<file path="config.mk">
export PLATFORM = sky130hd
export DESIGN_NAME = phy_interrupt_mask_and_status
export DESIGN_NICKNAME = d
export VERILOG_FILES = /design/src/verilog/phy_irq_pkg.sv /design/src/verilog/event_latch.sv /design/src/verilog/link_status_capture.sv /design/src/verilog/phy_interrupt_mask_and_status.sv
export SDC_FILE = /design/constraint.sdc
export NUM_CORES = 1
export LEC_CHECK = 0
export BUFFER_PORTS_ARGS = -buffer_cell sky130_fd_sc_hd__buf_4
export CORE_ASPECT_RATIO = 0.7
export CORE_MARGIN = 4
export CORE_UTILIZATION = 35
export CTS_CLUSTER_DIAMETER = 40
export DETAILED_ROUTE_END_ITERATION = 10
export GPL_ROUTABILITY_DRIVEN = 1
export GPL_TIMING_DRIVEN = 0
export HOLD_SLACK_MARGIN = 0.06
export PLACE_DENSITY = 0.59
export SETUP_SLACK_MARGIN = 0.5
export SYNTH_ARGS = -nofsm -noshare
export SYNTH_HDL_FRONTEND = slang
export SYNTH_SLANG_ARGS = --single-unit
</file>
<file path="constraint.sdc">
create_clock -name mclk -period 1.6 [get_ports mclk]
set_input_delay 0.24 -clock mclk [delete_from_list [all_inputs] [get_ports mclk]]
set_output_delay 0.24 -clock mclk [all_outputs]
set_load 0.01 [all_outputs]
</file>
<file path="src/verilog/phy_irq_pkg.sv">
package phy_irq_pkg;

    // bus geometry
    localparam int ADDR_W = 8;
    localparam int DATA_W = 32;
    localparam int STRB_W = 4;
    localparam int BYTE_W = 8;
    localparam int REG_W = 16;
    localparam int IDX_LSB = 2;
    localparam int IDX_W = ADDR_W - IDX_LSB;

    // register indices, byte address is four times the index
    localparam logic [IDX_W-1:0] IDX_FLAGS = 6'h1D;
    localparam logic [IDX_W-1:0] IDX_ENABLE = 6'h1E;
    localparam logic [IDX_W-1:0] IDX_SPECIAL = 6'h1F;
    localparam logic [IDX_W-1:0] IDX_IRQ_STATUS = 6'h20;
    localparam logic [IDX_W-1:0] IDX_IRQ_MASK = 6'h21;

    // event flag and enable layout, bits 7..1
    localparam int EVT_LO = 1;
    localparam int EVT_HI = 7;
    localparam int EVT_W = EVT_HI - EVT_LO + 1;
    localparam logic [REG_W-1:0] ENABLE_RW_MASK = 16'h00FE;
    localparam logic [REG_W-1:0] ENABLE_RESET = 16'h0000;

    // special link status layout
    localparam int AN_DONE_BIT = 12;
    localparam int PATTERN_HI = 11;
    localparam int PATTERN_LO = 5;
    localparam int SPEED_HI = 4;
    localparam int SPEED_LO = 2;
    localparam logic [PATTERN_HI-PATTERN_LO:0] PATTERN_VALUE = 7'h02;
    localparam logic [REG_W-1:0] SPECIAL_RW_MASK = 16'h0FE3;
    localparam logic [REG_W-1:0] SPECIAL_RW_RESET = 16'h0040;

    // speed and duplex codes
    localparam logic [2:0] SPD_NONE = 3'h0;
    localparam logic [2:0] SPD_10_HALF = 3'h1;
    localparam logic [2:0] SPD_100_HALF = 3'h2;
    localparam logic [2:0] SPD_10_FULL = 3'h5;
    localparam logic [2:0] SPD_100_FULL = 3'h6;
    localparam logic [2:0] SPD_RESET_EXT_MII = SPD_100_HALF;
    localparam logic [2:0] SPD_RESET_INTERNAL = SPD_NONE;

    // system interrupt status bits
    localparam int SIRQ_W = 3;
    localparam int SIRQ_PHY = 0;
    localparam int SIRQ_AN = 1;
    localparam int SIRQ_PATTERN = 2;
    localparam logic [SIRQ_W-1:0] SIRQ_RESET = 3'h0;

    // one-cycle event detects, msb maps to flag bit 7
    typedef struct packed {
        logic energyDetected;
        logic autonegDone;
        logic remoteFault;
        logic linkDown;
        logic partnerAck;
        logic parallelDetectFault;
        logic pageReceived;
    } phy_events_s;

    // resolved link report from the phy core
    typedef struct packed {
        logic valid;
        logic [2:0] code;
        logic autonegComplete;
    } link_report_s;

endpackage

</file>
<file path="src/verilog/event_latch.sv">
`timescale 1ns/100ps
module event_latch
    import phy_irq_pkg::*;
(
    input logic mclk,
    input logic reset_n,
    input logic ce,
    input logic detect,
    input logic enable,
    input logic clear,
    output logic flag
);

    logic flag_reg;
    logic flag_next;

    // only an enabled event latches; a set in the clear cycle survives
    assign flag_next = (detect & enable) | (flag_reg & ~clear);

    always_ff @(posedge mclk or negedge reset_n)
    begin
        if (!reset_n)
            flag_reg <= 1'b0;
        else if (ce)
            flag_reg <= flag_next;
    end

    assign flag = flag_reg;

endmodule // event_latch

</file>
<file path="src/verilog/link_status_capture.sv">
`timescale 1ns/100ps
module link_status_capture
    import phy_irq_pkg::*;
(
    input logic mclk,
    input logic reset_n,
    input logic ce,
    input logic extMiiMode,
    input link_report_s report,
    output logic [2:0] speedCode,
    output logic autonegDone
);

    logic armed_reg;
    logic [2:0] speed_reg;
    logic autonegDone_reg;

    // strap is a port, so it is caught on the first edge after release
    always_ff @(posedge mclk or negedge reset_n)
    begin
        if (!reset_n)
        begin
            armed_reg <= 1'b0;
            speed_reg <= SPD_RESET_INTERNAL;
        end
        else if (ce)
        begin
            if (!armed_reg)
            begin
                armed_reg <= 1'b1;
                speed_reg <= extMiiMode ? SPD_RESET_EXT_MII : SPD_RESET_INTERNAL;
            end
            else if (report.valid)
                speed_reg <= report.code;
        end
    end

    // completion is a plain level, zero from reset
    always_ff @(posedge mclk or negedge reset_n)
    begin
        if (!reset_n)
            autonegDone_reg <= 1'b0;
        else if (ce)
            autonegDone_reg <= report.autonegComplete;
    end

    assign speedCode = speed_reg;
    assign autonegDone = autonegDone_reg;

endmodule // link_status_capture

</file>
<file path="src/verilog/phy_interrupt_mask_and_status.sv">
// Local design decision: register access over APB.
`timescale 1ns/100ps
module phy_interrupt_mask_and_status
    import phy_irq_pkg::*;
(
    input logic mclk,
    input logic reset_n,
    input logic ce,
    input logic [ADDR_W-1:0] paddr,
    input logic psel,
    input logic penable,
    input logic pwrite,
    input logic [DATA_W-1:0] pwdata,
    input logic [STRB_W-1:0] pstrb,
    output logic pready,
    output logic [DATA_W-1:0] prdata,
    output logic pslverr,
    input phy_events_s phyEvents,
    input link_report_s linkReport,
    input logic extMiiMode,
    output logic phyIrq,
    output logic irq
);

    // address decode, shared by read mux and write paths
    function automatic logic hitIndex(
        input logic [ADDR_W-1:0] addr,
        input logic [IDX_W-1:0] idx
    );
        hitIndex = (addr[ADDR_W-1:IDX_LSB] == idx);
    endfunction

    // byte lanes that cover the 16-bit registers
    function automatic logic [REG_W-1:0] laneMask(input logic [STRB_W-1:0] strb);
        laneMask = {{BYTE_W{strb[1]}}, {BYTE_W{strb[0]}}};
    endfunction

    // registered state
    logic pready_reg;
    logic [DATA_W-1:0] prdata_reg;
    logic pslverr_reg;
    logic [REG_W-1:0] enable_reg;
    logic [REG_W-1:0] specialRw_reg;
    logic [SIRQ_W-1:0] sysStatus_reg;
    logic [SIRQ_W-1:0] sysMask_reg;
    logic phyIrq_reg;
    logic irq_reg;
    logic anDonePrev_reg;

    // bus decode
    logic accessPhase;
    logic xferDone;
    logic wrDone;
    logic rdDone;
    logic [REG_W-1:0] wrMask;
    logic [DATA_W-1:0] readWord;
    logic mapped;

    // event and status datapath
    logic [EVT_W-1:0] eventVec;
    logic [EVT_W-1:0] enableBits;
    logic [EVT_W-1:0] flagBits;
    logic [EVT_W-1:0] flagClear;
    logic [REG_W-1:0] flagVec;
    logic [REG_W-1:0] specialVec;
    logic [2:0] speedCode;
    logic autonegDone;
    logic phyIrq_next;
    logic [SIRQ_W-1:0] sysSet;
    logic [SIRQ_W-1:0] sysClear;
    logic [SIRQ_W-1:0] sysStatus_next;
    logic badPattern;

    // apb handshake; one wait state keeps every answer in a flop
    assign accessPhase = psel & penable;
    assign xferDone = accessPhase & pready_reg;
    assign wrDone = xferDone & pwrite;
    assign rdDone = xferDone & ~pwrite;
    assign wrMask = laneMask(pstrb);

    // pready lasts one cycle; low ce stalls the wait state
    always_ff @(posedge mclk or negedge reset_n)
    begin
        if (!reset_n)
            pready_reg <= 1'b0;
        else if (ce)
            pready_reg <= accessPhase & ~pready_reg;
    end

    // read data and error are captured on the same edge that raises pready
    always_ff @(posedge mclk or negedge reset_n)
    begin
        if (!reset_n)
        begin
            prdata_reg <= '0;
            pslverr_reg <= 1'b0;
        end
        else if (ce)
        begin
            if (accessPhase & ~pready_reg)
            begin
                prdata_reg <= pwrite ? '0 : readWord;
                pslverr_reg <= ~mapped;
            end
            else if (xferDone)
            begin
                prdata_reg <= '0;
                pslverr_reg <= 1'b0;
            end
        end
    end

    // the mux has a full cycle, the word is latched on the edge that raises pready
    // register read mux; unmapped words read zero with an error
    always_comb
    begin
        readWord = '0;
        mapped = 1'b1;
        if (hitIndex(paddr, IDX_FLAGS))
            readWord[REG_W-1:0] = flagVec;
        else if (hitIndex(paddr, IDX_ENABLE))
            readWord[REG_W-1:0] = enable_reg;
        else if (hitIndex(paddr, IDX_SPECIAL))
            readWord[REG_W-1:0] = specialVec;
        else if (hitIndex(paddr, IDX_IRQ_STATUS))
            readWord[SIRQ_W-1:0] = sysStatus_reg;
        else if (hitIndex(paddr, IDX_IRQ_MASK))
            readWord[SIRQ_W-1:0] = sysMask_reg;
        else
            mapped = 1'b0;
    end

    always_ff @(posedge mclk or negedge reset_n)
    begin
        if (!reset_n)
            enable_reg <= ENABLE_RESET;
        else if (ce && wrDone && hitIndex(paddr, IDX_ENABLE))
            enable_reg <= (enable_reg & ~(wrMask & ENABLE_RW_MASK))
                | (pwdata[REG_W-1:0] & wrMask & ENABLE_RW_MASK);
    end

    always_ff @(posedge mclk or negedge reset_n)
    begin
        if (!reset_n)
            specialRw_reg <= SPECIAL_RW_RESET;
        else if (ce && wrDone && hitIndex(paddr, IDX_SPECIAL))
            specialRw_reg <= (specialRw_reg & ~(wrMask & SPECIAL_RW_MASK))
                | (pwdata[REG_W-1:0] & wrMask & SPECIAL_RW_MASK);
    end

    // a write that breaks the fixed pattern is flagged to software
    // the bits are stored as written; only the status bit reports it
    assign badPattern = wrDone & hitIndex(paddr, IDX_SPECIAL)
        & (pwdata[PATTERN_HI:PATTERN_LO] != PATTERN_VALUE);

    // event bits line up with flag register bits 7..1
    assign eventVec = phyEvents;
    assign enableBits = enable_reg[EVT_HI:EVT_LO];

    // clear on read
    // only bits that reached prdata are cleared, so no event goes unseen
    assign flagClear = {EVT_W{rdDone & hitIndex(paddr, IDX_FLAGS)}}
        & prdata_reg[EVT_HI:EVT_LO];

    // gated latching flags
    // one latch per source; latch gi drives flag bit gi+1
    genvar gi;
    generate
        for (gi = 0; gi < EVT_W; gi = gi + 1)
        begin : gen_flag
            event_latch u_latch (
                .mclk(mclk),
                .reset_n(reset_n),
                .ce(ce),
                .detect(eventVec[gi]),
                .enable(enableBits[gi]),
                .clear(flagClear[gi]),
                .flag(flagBits[gi])
            );
        end
    endgenerate

    always_comb
    begin
        flagVec = '0;
        flagVec[EVT_HI:EVT_LO] = flagBits;
    end

    link_status_capture u_link (
        .mclk(mclk),
        .reset_n(reset_n),
        .ce(ce),
        .extMiiMode(extMiiMode),
        .report(linkReport),
        .speedCode(speedCode),
        .autonegDone(autonegDone)
    );

    always_comb
    begin
        specialVec = specialRw_reg;
        specialVec[AN_DONE_BIT] = autonegDone;
        specialVec[SPEED_HI:SPEED_LO] = speedCode;
    end

    assign phyIrq_next = |(flagVec & enable_reg);

    // registered so the pin never glitches on a mask write
    always_ff @(posedge mclk or negedge reset_n)
    begin
        if (!reset_n)
            phyIrq_reg <= 1'b0;
        else if (ce)
            phyIrq_reg <= phyIrq_next;
    end

    // completion edge for the system status
    always_ff @(posedge mclk or negedge reset_n)
    begin
        if (!reset_n)
            anDonePrev_reg <= 1'b0;
        else if (ce)
            anDonePrev_reg <= autonegDone;
    end

    // system events: phy interrupt rise, completion rise, bad pattern
    always_comb
    begin
        sysSet = '0;
        sysSet[SIRQ_PHY] = phyIrq_next & ~phyIrq_reg;
        sysSet[SIRQ_AN] = autonegDone & ~anDonePrev_reg;
        sysSet[SIRQ_PATTERN] = badPattern;
    end

    // write one to clear; a set in the same cycle wins
    assign sysClear = (wrDone && hitIndex(paddr, IDX_IRQ_STATUS) && pstrb[0])
        ? pwdata[SIRQ_W-1:0] : '0;
    assign sysStatus_next = sysSet | (sysStatus_reg & ~sysClear);

    // sticky bits hold while ce is low
    always_ff @(posedge mclk or negedge reset_n)
    begin
        if (!reset_n)
            sysStatus_reg <= SIRQ_RESET;
        else if (ce)
            sysStatus_reg <= sysStatus_next;
    end

    // system mask, low byte lane only
    always_ff @(posedge mclk or negedge reset_n)
    begin
        if (!reset_n)
            sysMask_reg <= SIRQ_RESET;
        else if (ce && wrDone && hitIndex(paddr, IDX_IRQ_MASK) && pstrb[0])
            sysMask_reg <= pwdata[SIRQ_W-1:0];
    end

    // level output; one cycle behind the status bits
    always_ff @(posedge mclk or negedge reset_n)
    begin
        if (!reset_n)
            irq_reg <= 1'b0;
        else if (ce)
            irq_reg <= |(sysStatus_reg & sysMask_reg);
    end

    // every output is driven by a flop
    assign pready = pready_reg;
    assign prdata = prdata_reg;
    assign pslverr = pslverr_reg;
    assign phyIrq = phyIrq_reg;
    assign irq = irq_reg;

endmodule // phy_interrupt_mask_and_status

</file>
== After elaboration in Yosys (flattened, before gate mapping) ==
Cells that the tools add are included.
Storage, ports and cells
  bits in registers: 87
  bits of input ports: 63
  output and inout bits: 36
  logic and storage cells: 115
Operators by class
  eq/ne operators: 7
  muxes and demuxes: 20
  bitwise operators: 56
  reduce and logical (&&, ||, !) cells: 12
Operators with widths (number)
  $mux 32: 2
  $mux 16: 3
  $and 16x16->16: 2
  $and 1x1->1: 24
  $eq 6x5->1 const B: 3
  $mux 3: 6
  $and 8x16->16: 1
  $not 12->16: 1
  $not 8->16: 1
  $or 16x12->16: 1
  $or 16x8->16: 1
  $reduce_or 16->1: 1
  $mux 13: 1
  $and 12x12->12: 1
  $eq 6x6->1 const B: 2
  $not 1->1: 12
  $and 7x7->7: 1
  $logic_and 1x1->1: 7
  $mux 1: 7
  $ne 7x2->1 const B: 1
  $or 1x1->1: 7
  $and 3x3->3: 2
  $reduce_and 2->1: 2
  $not 3->3: 1
  5 further kinds: 5

== Longest topological paths before layout ==
  depth in word-level cells: 9
  gate-level depth with buffers: 6
  mapped depth without buffers: 4

== By module ==
Synthesis repeated with hierarchy kept, for this count alone.
Unflattened totals
  cell total of the unflattened synthesis: 230
  area total of the unflattened synthesis: 2602.5 um2
Modules (own cells, without submodules)
  phy_interrupt_mask_and_status: instances 1, cells an instance 188, area an instance 2089.5 um2, sequential area each 1002.2 um2
  event_latch: instances 7, cells an instance 3, area an instance 38.8 um2, sequential area each 25.0 um2
  link_status_capture: instances 1, cells an instance 21, area an instance 241.5 um2, sequential area each 125.1 um2

== Worst setup path after synthesis ==
No wires, ideal clock.
  path kind: reg-to-reg
  start: register pready_reg, in the netlist pready
  end: register sysMask_reg[0]
  setup time: 125 ps
  arrival: 1508 ps
  data required time: 1475 ps
  slack: -33 ps
  stages on the path, launching flop included: 6
  buffers on the path: 1
  clock period less this slack: 1633 ps
  cells stage by stage: dfrtp_1 > buf_2 > nand3_1 > nor2_1 > and3_1 > mux2_2
On the way
  longest elaborated chain between the ends: 5
RTL lines
  start, declared: line phy_interrupt_mask_and_status.sv:39  | logic pready_reg;
  start signal, assigned: line phy_interrupt_mask_and_status.sv:87  | pready_reg <= accessPhase & ~pready_reg;
  $and 1x1->1: line phy_interrupt_mask_and_status.sv:76  | assign xferDone = accessPhase & pready_reg;
  $and 1x1->1: line phy_interrupt_mask_and_status.sv:77  | assign wrDone = xferDone & pwrite;
  $logic_and 1x1->1 (3 in series): line phy_interrupt_mask_and_status.sv:254  | else if (ce && wrDone && hitIndex(paddr, IDX_IRQ_MASK) && pstrb[0])
  end signal, assigned: line phy_interrupt_mask_and_status.sv:255  | sysMask_reg <= pwdata[SIRQ_W-1:0];
  end, declared: line phy_interrupt_mask_and_status.sv:45  | logic [SIRQ_W-1:0] sysMask_reg;
No other way between the ends.
A chain may end at the register's enable or synchronous reset.

==> results.tsv <==
stage	metric	value	unit
timing	fin_ws	171	ps
clock_network	clock_sinks	52	
place	post-place-cells	404	
clock_network	ctsLongestPathBuffers	2	
critical_path	reg2reg_setup_slack	170	ps
critical_path	startpoint	pready	
timing	finalSetupViolations	0	
clock_network	cts_tree	built	
die	dieArea	8980	sq um
detailed_routing	drt-total-wl	7.18	mm
cells_and_area	n_antenna_cell	0	
timing	skew	11.2	ps
cells_and_area	finalNetCount	413	
logic_synthesis	synth_most_common_cell	dfrtp_1	
place	place_congestion	0.896	
timing	rsz0062_at_grt	yes	
power	power_leakage	1.86	nW
place	hpwl	5.19	mm
logic_synthesis	synth_commonest_cells	dfrtp_1, nand2_1, mux2_2	
grt	grt_max_degree	53	
die	rows	26	
logic_synthesis	synth_top_area_cell	dfrtp_1	
critical_path	cp.arrival	1620	ps
timing	min_period_over_period	89.3	%
power	ir_drop	0.450	mV
clock_network	path_clk_slew	90	ps
place	io_buffers	54	
power	power.density	690	nW/um^2
clock_network	cts_max_level	2	
grt	grtUsageTotal	16.0	%
timing	slew_viol_final	0	
cells_and_area	multi_input_area	1350	sq um
timing	period_minus_slack	1430	ps
logic_synthesis	synth_top_area_share	48.6	%
place	dp_slack	-270	ps
detailed_routing	drcViolationCount	0	
grt	grt_first_pass_wirelength	11.3	mm
timing	relSlewSlack	55.8	%
timing	worst_slew_pin_slew	663	ps
die	dieHeight	80.5	um
logic_synthesis	syn_area	2630	sq um
detailed_routing	vias	2204	
logic_synthesis	ys_seq_elements	52	
timing	clock.fmax	0.700	GHz
cells_and_area	finalNonFillerCells	449	
critical_path	worstPathMaxFanout	6	
logic_synthesis	synth-edff-count	0	
detailed_routing	drtPass1Iterations	4	
clock_network	insertion_delay	310	ps
grt	grt_use_met2	22.6	%
grt	top_usage_layer	met1	
cells_and_area	nFillCells	665	
detailed_routing	vias_per_cell	4.91	
detailed_routing	drt_iter0_drc	143	
cells_and_area	drive_gt1_share	50.7	%
grt	overflow	0	
flow_run	drv_cap	0	
logic_synthesis	synth_flop_cell	dfrtp_1	
die	ios	99	
grt	grt_use_met3	4.67	%
logic_synthesis	ys_async_sr_fraction	100	%
die	coreArea	7290	sq um
grt	grt_pass1_vias	2122	
die	start_util	36.1	%
critical_path	critical_path_required	1790	ps
clock_network	cts_buffers	5	
timing	hold_viol_final	0	
grt	antenna_found_initial	0	
critical_path	reg2reg_depth	6	
grt	met1_usage	24.2	%
cells_and_area	area_growth	47.9	%
critical_path	end_kind	register	
critical_path	crit_path_start_kind	register	
clock_network	cts_root_buf	clkbuf_8	
worst_hold_path	hold_path_class	in2reg	
die	die_w	112	um
logic_synthesis	ys_types	44	
detailed_routing	final_antenna_net_count	0	
power	fin_total_pwr	0.00268	W
detailed_routing	avgRoutedWirePerCell	16.0	um
critical_path	worstSetupPathType	reg2reg	
status	status	completed	
logic_synthesis	yosys_warnings	0	
timing	fin_tns_setup	0	ps
logic_synthesis	avgSynthCellArea	11.2	sq um
logic_synthesis	yosys-top-cells-area	dfrtp_1, mux2_2, buf_4	
logic_synthesis	yosysSeqAreaShare	49.6	%
cells_and_area	finish.utilization	53.3	%
cells_and_area	regArea	1300	sq um
logic_synthesis	synthCells	234	
critical_path	r2r-start	pready	
==> where the power goes <==
part           internal (W)  switching, W
registers           0.00135     0.0000260
logic              0.000203      0.000202
clock network      0.000463      0.000438
total               0.00201      0.000666
==> what timing repair did <==
action,CTS,global route
gates resized for setup,21,27
setup endpoints to repair,54,63
pin swaps,11,12
buffers inserted,19,17
hold buffers,1,0
endpoints found under the hold margin,51,0
==> worst min-delay path by stage <==
stage / start / to / slack [ps] / cells past startpoint
after CTS: linkReport[0] / u_link.autonegDone / 160 / 2
final: linkReport[0] / u_link.autonegDone / 170 / 2
after global routing: pwdata[3] / register / 160 / 2
after detailed placement: reset_n / prdata[10] / 320 / 1
after floorplan: reset_n / asynchronous set/reset pin / -60 / 0
after global placement: reset_n / prdata[9] / 320 / 1
==> metrics by stage <==
step                      hold WS (ps)  instance area [sq um]
final                              168                   3880
after global routing               156                   3880
after CTS                          161                   3680
after detailed placement           321                   3340
after global placement             322                   3340
after floorplan                  -55.6                   2820
==> cell usage in the layout, fill, tap and decap left out, drive strengths merged, types with 2 or more instances in the layout <==
| cell | n |
|---|---|
| buf | 113 |
| dfrtp | 51 |
| nand2 | 26 |
| mux2 | 25 |
| conb | 19 |
| o21ai | 12 |
| nand3 | 9 |
| clkbuf | 9 |
| a32o | 8 |
| a22oi | 8 |
| nor2 | 8 |
| inv | 7 |
| nand2b | 6 |
| a22o | 5 |
| a211oi | 4 |
| and3 | 3 |
| nand4 | 3 |
| a21oi | 3 |
| nor4 | 3 |
| o211ai | 2 |
| o22ai | 2 |
| a222oi | 2 |
| a31oi | 2 |
| nor3 | 2 |
| o311ai | 2 |
==> cells by family (layout without fill, tap and decap cells) <==
group | count (synthesis) | after routing | synth area share (%)
other cells | 1 | 19 | 0.143
mux | 26 | 26 | 11.1
simple gates | 67 | 67 | 15.5
buf+inv | 34 | 133 | 8.14
compound gates | 54 | 54 | 15.5
flops | 52 | 52 | 49.6
==> critical path: stages, from the launching register on <==
cell and delay [ps]:
dfrtp_1 400, buf_6 140, buf_4 130, buf_6 110
nand4_1 100, buf_4 150, mux2_4 300
==> per-layer routing <==
| metal | vias up | share of wire [%] | wire, um |
|---|---|---|---|
| li1 | 1060 | - | - |
| met1 | 1065 | 50 | 3590 |
| met2 | 73 | 42 | 3040 |
| met3 | 6 | 6.7 | 480 |
| met4 | 0 | 0.89 | 64 |
| met5 | - | 0 | 0 |
==> final cells by class <==
type                            count  share of cell area, %
Timing Repair Buffer               91                   19.5
Tap cell                           98                   3.16
Clock buffer                        5                   1.77
Buffer                             27                   5.54
Clock inverter                      3                   1.10
Sequential cell                    52                   33.5
Multi-Input combinational cell    166                   34.8
Inverter                            7                  0.676
Power figures use the tool's default switching activity.
